## src/design/ccap_consts.svh

```systemverilog
`ifndef CCAP_CONSTS_SVH
`define CCAP_CONSTS_SVH

// ----------------------------------------------------------------
// Register indices (byte address is four times the index)
// ----------------------------------------------------------------
`define CCAP_IDX_MODE       12'h110
`define CCAP_IDX_FRAME      12'h112
`define CCAP_IDX_CMD        12'h114
`define CCAP_IDX_STATUS     12'h116

// ----------------------------------------------------------------
// Reset values and writable masks
// ----------------------------------------------------------------
`define CCAP_MODE_RST       16'h0000
`define CCAP_MODE_MASK      16'h1589
`define CCAP_FRAME_RST      16'h0000
`define CCAP_FRAME_MASK     16'h00ff
`define CCAP_STATUS_RST     16'h0044

// ----------------------------------------------------------------
// Mode register fields
// ----------------------------------------------------------------
`define CCAP_MODE_ENABLE    0
`define CCAP_MODE_CLKDIS    3
`define CCAP_MODE_BT656     7

// ----------------------------------------------------------------
// Frame setting register fields
// ----------------------------------------------------------------
`define CCAP_FRM_INTEN      0
`define CCAP_FRM_INTPOL     1
`define CCAP_FRM_SAMP_LO    2
`define CCAP_FRM_SAMP_HI    4
`define CCAP_FRM_ALLFRM     5
`define CCAP_FRM_SINGLE     6
`define CCAP_FRM_INTCTL     7
`define CCAP_SAMP_RSVD      3'h7

// ----------------------------------------------------------------
// Command register fields
// ----------------------------------------------------------------
`define CCAP_CMD_SRST       0
`define CCAP_CMD_INTCLR     1
`define CCAP_CMD_START      2
`define CCAP_CMD_STOP       3
`define CCAP_CMD_ERR0CLR    8
`define CCAP_CMD_ERR1CLR    9

// ----------------------------------------------------------------
// Status register fields
// ----------------------------------------------------------------
`define CCAP_ST_INT         1
`define CCAP_ST_STARTED     2
`define CCAP_ST_BUSY        3
`define CCAP_ST_EFFECTIVE   4
`define CCAP_ST_VSYNC       6
`define CCAP_ST_ERR0        8
`define CCAP_ST_ERR1        9

// ----------------------------------------------------------------
// Camera clock output timing
// ----------------------------------------------------------------
`define CCAP_CLKOUT_HALF_NS 20
`define CCAP_CLK_NS         5

`endif

```

## src/design/ccap_pkg.sv

```systemverilog
// ----------------------------------------------------------------
// Types of the camera capture control block
// ----------------------------------------------------------------
package ccap_pkg;

  // Capture sequencer states
  typedef enum logic [1:0]
  {
    CCAP_IDLE,
    CCAP_ARMED,
    CCAP_CAPTURE
  } ccap_state_t;

endpackage

```

## src/design/ccap_sync.sv

```systemverilog
`timescale 1ns/1ps

// ----------------------------------------------------------------
// Two-stage synchroniser for pin inputs
// ----------------------------------------------------------------
module ccap_sync
#(
  parameter int        WIDTH    = 1,
  parameter logic      RST_VAL  = 1'b0
)
(
  // Clock and reset
  input  wire logic             clock,
  input  wire logic             rst_n,
  // Asynchronous input and synchronised output
  input  wire logic [WIDTH-1:0] asyncIn,
  output logic      [WIDTH-1:0] syncOut
);

  logic [WIDTH-1:0] stage1;   // Metastability catcher, read only below

  // Two flops in series
  always_ff @(posedge clock or negedge rst_n)
  begin
    if (!rst_n)
    begin
      stage1  <= {WIDTH{RST_VAL}};
      syncOut <= {WIDTH{RST_VAL}};
    end
    else
    begin
      stage1  <= asyncIn;
      syncOut <= stage1;
    end
  end

endmodule

```

## src/design/ccap_frame_capture.sv

```systemverilog
// Overview of operation
// - Clock-out disable bit holds camera clock low
// - Module enable gates camera logic and clock
// - Continuous, control set: interrupt after capture stops
// - Control set overrides all-frames interrupt setting
// - Single-frame bit clear: capture frames continuously
// - Single-frame bit set: capture one frame, stop
// - All-frames clear: flag only while encoder runs
// - All-frames set: flag on every captured frame
// - All-frames bit ignored while interrupts disabled
// - Sampling field decimates frames, 111b reserved
// - Polarity picks VSYNC active or inactive edge
// - Interrupt enable suppresses or permits interrupts
// - Error clear bits act only in BT656 mode
// - Stop command halts frame capture
// - Start command begins frame capture
// - Status clear command clears interrupt flag
// - Software reset reinitialises logic, keeps registers
// - Writing zero command bits does nothing
// - Two-bit reference error sets error flag 1
// - One-bit reference error sets error flag 0
// - BT656 enable selects embedded sync mode
//
// Added by the designer: the APB interface to the registers.
`timescale 1ns/1ps
`include "ccap_consts.svh"

module ccap_frame_capture
#(
  parameter int ADDR_W = 12   // APB address width
)
(
  // Clock and reset
  input  wire logic              clock,
  input  wire logic              rst_n,
  // APB slave
  input  wire logic              psel,
  input  wire logic              penable,
  input  wire logic              pwrite,
  input  wire logic [ADDR_W-1:0] paddr,
  input  wire logic [31:0]       pwdata,
  output logic      [31:0]       prdata,
  output logic                   pready,
  output logic                   pslverr,
  // Camera pins
  input  wire logic              camVsync,
  output logic                   cameraClockOut,
  // On-chip sources
  input  wire logic              encoderStart,
  input  wire logic              refOneBitErr,
  input  wire logic              refTwoBitErr,
  // Interrupt
  output logic                   captureIrq
);

  // ----------------------------------------------------------------
  // Constants
  // ----------------------------------------------------------------
  localparam logic [ADDR_W-1:0] ADDR_MODE   = ADDR_W'(`CCAP_IDX_MODE * 4);
  localparam logic [ADDR_W-1:0] ADDR_FRAME  = ADDR_W'(`CCAP_IDX_FRAME * 4);
  localparam logic [ADDR_W-1:0] ADDR_CMD    = ADDR_W'(`CCAP_IDX_CMD * 4);
  localparam logic [ADDR_W-1:0] ADDR_STATUS = ADDR_W'(`CCAP_IDX_STATUS * 4);
  localparam int  CLK_HALF_CYC = (`CCAP_CLKOUT_HALF_NS / `CCAP_CLK_NS) < 1 ? 1 :
                                 (`CCAP_CLKOUT_HALF_NS / `CCAP_CLK_NS);
  localparam logic [7:0] CLK_HALF_LAST = 8'(CLK_HALF_CYC - 1);
  localparam logic [15:0] STATUS_RST   = `CCAP_STATUS_RST;    // Status word after reset
  localparam logic        START_RST    = STATUS_RST[`CCAP_ST_STARTED]; // Start flag after reset

  // ----------------------------------------------------------------
  // Registers and state
  // ----------------------------------------------------------------
  logic [15:0]          modeReg;       // Camera mode setting
  logic [15:0]          frameReg;      // Camera frame setting
  ccap_pkg::ccap_state_t state;        // Capture sequencer
  ccap_pkg::ccap_state_t next_state;   // Next sequencer state
  logic                 startFlag;     // Start command in force
  logic                 effCur;        // Current frame is effective
  logic [2:0]           frameCnt;      // Decimation counter
  logic                 irqPending;    // Qualified frame awaits trigger edge
  logic                 intStatus;     // Sticky interrupt flag
  logic                 err0;          // One-bit reference error flag
  logic                 err1;          // Two-bit reference error flag
  logic                 vsSync;        // Synchronised VSYNC
  logic                 vsPrev;        // VSYNC one cycle earlier
  logic [7:0]           clkDivCnt;     // Camera clock divider
  logic                 clkToggle;     // Divided camera clock

  // ----------------------------------------------------------------
  // Bus decode
  // ----------------------------------------------------------------
  wire access    = psel & penable;
  wire hitMode   = (paddr == ADDR_MODE);
  wire hitFrame  = (paddr == ADDR_FRAME);
  wire hitCmd    = (paddr == ADDR_CMD);
  wire hitStatus = (paddr == ADDR_STATUS);
  wire mapped    = hitMode | hitFrame | hitCmd | hitStatus;
  wire wrEn      = access & pwrite & mapped;
  wire wrCmd     = wrEn & hitCmd;

  // Command pulses, a zero bit yields none
  wire cmdSrst   = wrCmd & pwdata[`CCAP_CMD_SRST];
  wire cmdIntClr = wrCmd & pwdata[`CCAP_CMD_INTCLR];
  wire cmdStart  = wrCmd & pwdata[`CCAP_CMD_START];
  wire cmdStop   = wrCmd & pwdata[`CCAP_CMD_STOP];
  wire cmdErr0   = wrCmd & pwdata[`CCAP_CMD_ERR0CLR];
  wire cmdErr1   = wrCmd & pwdata[`CCAP_CMD_ERR1CLR];

  // ----------------------------------------------------------------
  // Field selection
  // ----------------------------------------------------------------
  wire       modEn     = modeReg[`CCAP_MODE_ENABLE];
  wire       clkDis    = modeReg[`CCAP_MODE_CLKDIS];
  wire       bt656En   = modeReg[`CCAP_MODE_BT656];
  wire       intEn     = frameReg[`CCAP_FRM_INTEN];
  wire       intPol    = frameReg[`CCAP_FRM_INTPOL];
  wire       allFrm    = frameReg[`CCAP_FRM_ALLFRM];
  wire       single    = frameReg[`CCAP_FRM_SINGLE];
  wire       intCtl    = frameReg[`CCAP_FRM_INTCTL];
  wire [2:0] sampField = frameReg[`CCAP_FRM_SAMP_HI:`CCAP_FRM_SAMP_LO];

  // Reserved sampling code treated as every frame
  wire [2:0] sampLast = (sampField == `CCAP_SAMP_RSVD) ? 3'h0 : sampField;
  wire       cntHit   = (frameCnt == 3'h0);
  wire [2:0] cntNext  = (frameCnt == sampLast) ? 3'h0 : frameCnt + 3'h1;

  // VSYNC edges
  wire vsRise = vsSync & ~vsPrev;
  wire vsFall = ~vsSync & vsPrev;

  // Logic held in reset while disabled or soft-reset
  wire logicRst = ~modEn | cmdSrst;

  // Frame end and capture completion
  wire frameEnd  = (state == ccap_pkg::CCAP_CAPTURE) & vsRise;
  wire frameDone = frameEnd & effCur;
  wire stopNow   = cmdStop | (frameEnd & single);

  // Interrupt qualification
  wire qualCtl  = single ? 1'b1 : ~startFlag;
  wire qualAll  = allFrm | encoderStart;
  wire qualSel  = intCtl ? qualCtl : qualAll;
  wire doneQual = frameDone & qualSel & intEn;
  wire trigEdge = intPol ? vsFall : vsRise;
  wire intSet   = intPol ? (trigEdge & (irqPending | doneQual))
                         : doneQual;

  // Error flag updates
  wire err0Set  = bt656En & refOneBitErr;
  wire err1Set  = bt656En & refTwoBitErr;
  wire err0Clr  = bt656En & cmdErr0;
  wire err1Clr  = bt656En & cmdErr1;

  // Status word
  wire [15:0] statusWord = {6'h00, err1, err0, 1'b0, vsSync, 1'b0, effCur,
                            (state == ccap_pkg::CCAP_CAPTURE), startFlag,
                            intStatus, 1'b0};

  // Read data selection
  wire [15:0] rdSel = hitMode   ? modeReg :
                      hitFrame  ? frameReg :
                      hitStatus ? statusWord : 16'h0000;

  // ----------------------------------------------------------------
  // Pin synchroniser
  // ----------------------------------------------------------------
  ccap_sync
  #(
    .WIDTH   (1),
    .RST_VAL (1'b1)
  )
  u_vsync
  (
    .clock   (clock),
    .rst_n   (rst_n),
    .asyncIn (camVsync),
    .syncOut (vsSync)
  );

  // ----------------------------------------------------------------
  // APB answers
  // ----------------------------------------------------------------
  assign pready  = 1'b1;
  assign pslverr = access & ~mapped;

  // Read data captured in setup cycle
  always_ff @(posedge clock or negedge rst_n)
  begin
    if (!rst_n)
      prdata <= 32'h0000_0000;
    else if (psel & ~penable)
      prdata <= {16'h0000, rdSel};
  end

  // Software registers, untouched by soft reset
  always_ff @(posedge clock or negedge rst_n)
  begin
    if (!rst_n)
    begin
      modeReg  <= `CCAP_MODE_RST;
      frameReg <= `CCAP_FRAME_RST;
    end
    else
    begin
      if (wrEn & hitMode)
        modeReg <= pwdata[15:0] & `CCAP_MODE_MASK;
      if (wrEn & hitFrame)
        frameReg <= pwdata[15:0] & `CCAP_FRAME_MASK;
    end
  end

  // ----------------------------------------------------------------
  // Capture sequencer
  // ----------------------------------------------------------------
  always_comb
  begin
    next_state = state;
    case (state)
      ccap_pkg::CCAP_IDLE:
        if (startFlag & ~cmdStop)
          next_state = ccap_pkg::CCAP_ARMED;
      ccap_pkg::CCAP_ARMED:
        if (cmdStop)
          next_state = ccap_pkg::CCAP_IDLE;
        else if (vsRise)
          next_state = ccap_pkg::CCAP_CAPTURE;
      ccap_pkg::CCAP_CAPTURE:
        if (frameEnd & (single | ~startFlag))
          next_state = ccap_pkg::CCAP_IDLE;
      default:
        next_state = ccap_pkg::CCAP_IDLE;
    endcase
  end

  // State register
  always_ff @(posedge clock or negedge rst_n)
  begin
    if (!rst_n)
      state <= ccap_pkg::CCAP_IDLE;
    else if (logicRst)
      state <= ccap_pkg::CCAP_IDLE;
    else
      state <= next_state;
  end

  // Start/stop flag, stop beats start in one write
  always_ff @(posedge clock or negedge rst_n)
  begin
    if (!rst_n)
      startFlag <= START_RST;
    else if (cmdSrst)
      startFlag <= START_RST;
    else if (stopNow)
      startFlag <= 1'b0;
    else if (cmdStart)
      startFlag <= 1'b1;
  end

  // Frame decimation on each captured frame boundary
  always_ff @(posedge clock or negedge rst_n)
  begin
    if (!rst_n)
    begin
      frameCnt <= 3'h0;
      effCur   <= 1'b0;
    end
    else if (logicRst | (state == ccap_pkg::CCAP_IDLE))
    begin
      frameCnt <= 3'h0;
      effCur   <= 1'b0;
    end
    else if (vsRise & (next_state == ccap_pkg::CCAP_CAPTURE))
    begin
      effCur   <= cntHit;
      frameCnt <= cntNext;
    end
    else if (next_state != ccap_pkg::CCAP_CAPTURE)
      effCur   <= 1'b0;
  end

  // ----------------------------------------------------------------
  // Interrupt flag
  // ----------------------------------------------------------------
  always_ff @(posedge clock or negedge rst_n)
  begin
    if (!rst_n)
    begin
      irqPending <= 1'b0;
      intStatus  <= 1'b0;
    end
    else if (logicRst)
    begin
      irqPending <= 1'b0;
      intStatus  <= 1'b0;
    end
    else
    begin
      // Wait for inactive edge when polarity is set
      if (intPol & trigEdge)
        irqPending <= 1'b0;
      else if (intPol & doneQual)
        irqPending <= 1'b1;
      // Set wins over clear
      if (intSet)
        intStatus <= 1'b1;
      else if (cmdIntClr)
        intStatus <= 1'b0;
    end
  end

  assign captureIrq = intStatus & intEn;

  // ----------------------------------------------------------------
  // Reference decode error flags
  // ----------------------------------------------------------------
  always_ff @(posedge clock or negedge rst_n)
  begin
    if (!rst_n)
    begin
      err0 <= 1'b0;
      err1 <= 1'b0;
    end
    else if (logicRst)
    begin
      err0 <= 1'b0;
      err1 <= 1'b0;
    end
    else
    begin
      if (err0Set)
        err0 <= 1'b1;
      else if (err0Clr)
        err0 <= 1'b0;
      if (err1Set)
        err1 <= 1'b1;
      else if (err1Clr)
        err1 <= 1'b0;
    end
  end

  // ----------------------------------------------------------------
  // VSYNC history and camera clock output
  // ----------------------------------------------------------------
  always_ff @(posedge clock or negedge rst_n)
  begin
    if (!rst_n)
      vsPrev <= 1'b1;
    else
      vsPrev <= vsSync;
  end

  // Divider runs only while the clock is allowed out
  always_ff @(posedge clock or negedge rst_n)
  begin
    if (!rst_n)
    begin
      clkDivCnt      <= 8'h00;
      clkToggle      <= 1'b0;
      cameraClockOut <= 1'b0;
    end
    else if (~modEn | clkDis)
    begin
      clkDivCnt      <= 8'h00;
      clkToggle      <= 1'b0;
      cameraClockOut <= 1'b0;
    end
    else
    begin
      if (clkDivCnt == CLK_HALF_LAST)
      begin
        clkDivCnt <= 8'h00;
        clkToggle <= ~clkToggle;
      end
      else
        clkDivCnt <= clkDivCnt + 8'h01;
      cameraClockOut <= clkToggle;
    end
  end
endmodule

```

## config.mk

```make
export PLATFORM = sky130hd
export DESIGN_NAME = ccap_frame_capture
export DESIGN_NICKNAME = d
export VERILOG_FILES = /design/src/design/ccap_pkg.sv /design/src/design/ccap_sync.sv /design/src/design/ccap_frame_capture.sv
export VERILOG_INCLUDE_DIRS = /design/src /design/src/design
export SDC_FILE = /design/constraint.sdc
export NUM_CORES = 1
export LEC_CHECK = 0
export BUFFER_PORTS_ARGS = -buffer_cell sky130_fd_sc_hd__buf_2
export CORE_MARGIN = 2
export CORE_UTILIZATION = 45
export DETAILED_ROUTE_END_ITERATION = 8
export PLACE_DENSITY_LB_ADDON = 0.05
export SLEW_MARGIN = 40
export SYNTH_ARGS = -nofsm -noshare
export SYNTH_HDL_FRONTEND = slang
export SYNTH_SLANG_ARGS = --single-unit
```

## constraint.sdc

```tcl
create_clock -name clock -period 1.6 [get_ports clock]
set_clock_uncertainty 0.2 [all_clocks]
set_input_delay 0.16 -clock clock [delete_from_list [all_inputs] [get_ports clock]]
set_output_delay 0.16 -clock clock [all_outputs]
set_load 0.03 [all_outputs]
```

# Word-level counts from Yosys, hierarchy flattened
# Cells that the tools add are included.
# classes
addsub,2
n_eq_ne,11
n_mux,40
bitwise_logic,50
reduce_logical,10
# ops
operator,n
$eq 12x11->1 const B,4
$and 1x1->1,32
$mux 1,25
$mux 10,2
$reduce_bool 3->1,6
$mux 8,2
$mux 13,1
$mux 3,4
$mux 2,5
$or 1x1->1,10
$add 8x1->8 const B,1
$eq 8x2->1 const B,1
$not 1->1,8
$pmux 2 s3,1
$eq 2x2->1 const B,2
$reduce_bool 2->1,2
$add 3x1->3 const B,1
$eq 3x3->1,1
$eq 3x3->1 const B,1
$logic_not 3->1,1
$eq 2x1->1 const B,1
$logic_not 2->1,1
$ne 2x2->1 const B,1
# word_totals
reg_bits,54
input_bits,53
output_inout_bits,36
elab_cells,130

# Longest topological paths before layout
# depth
depth_word,15
depth_mapped,6
depth_no_buf,5

# Modules after synthesis
# From an unflattened synthesis, not the netlist that was laid out.
# unflattened
cells_unflattened,250
hier_area_um2,2605.0
# modules_own_cells
module,n_inst,cells_each,area_each_um2,seq_area_each_um2
ccap_frame_capture,1,248,2552.4,1203.7
ccap_sync,1,2,52.6,52.6

# Worst setup path before layout
# OpenSTA, ideal clock, no wires.
# synth_path
path_kind,input to register
startpoint,input port paddr[11]
endpoint,register frameReg[0]
setup_ns,0.125
t_arrival_ns,2.012
t_required_ns,1.275
path_slack_ns,-0.737
path_stages,6
n_path_buf,1
cell_sequence,or4b_4 nor4_4 nand2b_4 or3_1 buf_6 mux2_4
# synth_via
elab_chain_len,6
word_cells_on_any_way,9
classes_between,eq/ne: 4; bitwise: 5
# synth_lines
element,line_no,rtl
from (decl),ccap_frame_capture.sv:40,"input wire logic [ADDR_W-1:0] paddr,"
$eq 12x11->1 (on tied branches),"ccap_frame_capture.sv:92, ccap_frame_capture.sv:93",
$or 1x1->1 (3 in series),ccap_frame_capture.sv:96,wire mapped = hitMode | hitFrame | hitCmd | hitStatus;
$and 1x1->1,ccap_frame_capture.sv:97,wire wrEn = access & pwrite & mapped;
$and 1x1->1 *,ccap_frame_capture.sv:206,if (wrEn & hitFrame)
to (signal assigned),ccap_frame_capture.sv:200,frameReg <= `CCAP_FRAME_RST;
to (signal assigned),ccap_frame_capture.sv:207,frameReg <= pwdata[15:0] & `CCAP_FRAME_MASK;
to (decl),ccap_frame_capture.sv:73,logic [15:0] frameReg;
# Every way passes the cells marked *; elsewhere a longest branch is shown, timed or not.
# A chain may end at the register's enable or synchronous reset.

# Worst setup path in the final report
# Same ends and word-level chain as after synthesis.

==> flow_metrics.py <==
metrics = {
    "synth": {
        "async_flop_share": 1.00,
        "synth_edf_count": 0,
        "synthTopCellsByArea": "dfrtp_1 (44%), buf_4 (6.0%), mux2_4 (4.5%), dfstp_2 (4.0%), nand2_1 (3.3%)",
        "yosys.area.top_type": "dfrtp_1",
        "netlist.area_leader.share": 0.436,
        "synth.distinct_cells": 51,
        "yosys_warnings": 0,
        "seq_area_frac_synth": 0.475,
        "syn_inst": 250,
        "synth_seq_cells": 50,
        "syn_area_um2": 2640,
        "ys.flop_type": "dfrtp_1",
        "syn_area_per_cell_um2": 10.6,
    },
    "placement": {
        "placed_area_um2": 3210,
        "port_buffers": 47,
        "dp_cells": 408,
        "hpwl_um": 4570,
        "place_congestion": 0.891,
        "dp_slack_ns": -0.757,
    },
    "floorplanning": {
        "initial_utilization": 0.474,
        "ios": 89,
        "row_count": 27,
        "die_y_um": 80.6,
        "die_x_um": 80.6,
        "dieArea_um2": 6500,
        "core_area_um2": 5570,
    },
    "hold_path": {
        "min_to": "err1",
        "hold_start": "pwdata[9]",
        "hold_class": "in2reg",
        "hold_depth": 4,
    },
    "sta": {
        "setup_tns_ns": -5.34,
        "min_period_ns": 1.87,
        "max_freq_mhz": 535,
        "drv_slew": 0,
        "rsz0062_at_grt": "true",
        "setup_viol": 31,
        "hold_viol": 0,
        "final.period_utilization": 1.17,
        "fin_ws_ns": -0.269,
    },
    "layout": {
        "num-nets-final": 419,
        "finish.instance_area_um2": 3700,
        "num_antenna_cells": 0,
        "syn2layout_area_growth_pct": 40.0,
        "drive_gt1_frac": 0.404,
        "stdcell_count": 436,
    },
    "power": {
        "p_per_area_nw_per_um2": 618,
        "power.total_mw": 2.28,
        "vdd_drop_max_uv": 417,
        "leakage_nw": 1.80,
    },
    "global_route": {
        "gr-total-overflow": 0,
        "grt_pass1_wl_um": 10200,
        "antenna_found_initial": 0,
        "grt_use_total": 0.208,
        "grt_max_degree": 37,
        "grt_pass1_vias": 2133,
    },
    "clock_network": {
        "htree_num_levels": 2,
        "root_buffer": "clkbuf_8",
        "cts_buffers": 5,
        "cts.reportedPaths.clkPinSlew_ns": 0.09,
        "clock_path_buffers": 2,
        "clock_latency_ns": 0.30,
        "cts.sinks": 50,
        "cts_tree": "done",
    },
    "critical_path": {
        "r2r.worst_path.cells": 5,
        "r2r_end": "frameCnt[0]",
        "r2r_setup_slack_ns": -0.18,
        "crit_fanout": 8,
        "crit_type": "in2reg",
        "r2r-start": "vsPrev",
        "end_kind": "register",
        "critical_path_arrival_ns": 1.86,
        "required_ns": 1.59,
        "worstSetupStartpointType": "input pin",
    },
    "drt": {
        "final_antenna_net_count": 0,
        "wl_um": 6320,
        "wire_per_inst_um": 14.5,
        "via_count": 2133,
        "drtIter0Drc": 113,
        "viasPerCell": 4.89,
        "drt_pass1_iterations": 4,
        "drc": 0,
    },
    "outcome": {
        "failed_checks": "setup timing",
        "status": "complete, but fails checks",
    },
    "run": {
        "drv_cap": 0,
    },
}
layout make-up:
| class | instances | area [um^2] |
|---|---|---|
| clock inverter | 1 | 5.00 |
| tap | 72 | 90.1 |
| fill | 472 | 1880 |
| sequential | 50 | 1260 |
| timing repair buffer | 111 | 820 |
| clock buffer | 7 | 86.3 |
| multi-input combinational | 186 | 1410 |
| inverter | 9 | 33.8 |
layout by cell type, fill, tap and decap left out, drive strengths merged, types with 4 or more instances in the layout:
cell          n
buf          96
dfrtp        46
nand2        23
nor2         22
conb         21
dlygate4sd3  15
mux2         14
nand3        12
inv           9
a21oi         8
xor2          7
clkbuf        7
and2          6
nand2b        6
o21ai         6
o31ai         5
a221o         4
a22o          4
dfstp         4
nor2b         4
what timing repair did:
action	in CTS	in global routing
buffers inserted	4	3
resized for setup	28	22
hold buffers	15	0
endpoints found under the hold margin	65	0
pin swaps	8	8
endpoints found under the setup margin	31	47
per-stage QoR:
stage	hold WS, ns	utilization
finish	0.0147	0.664
global route	0.0540	0.664
global placement	-0.109	0.577
floorplan	-0.336	-
CTS	0.00385	0.647
detailed placement	-0.112	0.577
where the power goes:
group	internal, mW	switching [mW]
sequential	1.27	0.00351
combinational	0.102	0.162
clock	0.349	0.397
total	1.72	0.563
sequential cells by signal, summed over array words and instances (netlist names), 2 cells and up:
register and flops:
state 2, clkDivCnt 8, frameCnt 3, modeReg 6, prdata 12, frameReg 8
how the worst max path moves through the flow:
| stage | cells past startpoint | start | slack (ns) | endpoint |
|---|---|---|---|---|
| floorplan | 6 | paddr[11] | -0.73 | frameReg[0] |
| global placement | 7 | paddr[11] | -0.74 | frameReg[5] |
| detailed placement | 7 | paddr[11] | -0.76 | frameReg[0] |
| CTS | 7 | paddr[11] | -0.41 | frameReg[0] |
| global route | 6 | paddr[11] | -0.29 | frameReg[4] |
| finish | 6 | paddr[11] | -0.27 | frameReg[0] |
cells in the mapped netlist, drive strengths merged (2+ instances only):
master and number:
nor3 3, nand3 12, o32a 2, o31ai 5
a22oi 2, ha 3, o21ai 6, nand2b 6
nand2 23, nor2b 4, and2 6, mux2i 3
dfrtp 46, nor4 2, a221o 4, and3 3
mux2 14, a21oi 8, xnor2 2, conb 2
or3 2, nand4b 2, nor4b 2, nor2 22
xor2 7, inv 9, nand4bb 2, buf 22
dfstp 4, a22o 4, clkbuf 2
critical path, cell delays in order:
cell      delay (ns)
buf_6           0.09
or4b_4          0.54
nor4_4          0.22
nand2b_4        0.08
or3_4           0.43
mux2_4          0.32
cells by family (layout without fill, tap and decap cells):
group	Yosys count	count (layout)	share of synthesized area
fa+ha+maj	3	3	0.0142
mux	17	17	0.0824
flops	50	50	0.475
other cells	2	21	0.00284
simple gates	96	96	0.207
buf+inv	33	128	0.0795
compound gates	40	40	0.109
xor+xnor	9	9	0.0298
per-layer routing:
layer	routed length [um]	vias up	track usage
met2	3050	55	0.330
met1	2940	1000	0.285
met4	77	0	0.0729
met5	0	-	0
li1	-	1071	-
met3	252	7	0.0393
Note: power is estimated with default switching activity, not from simulation.
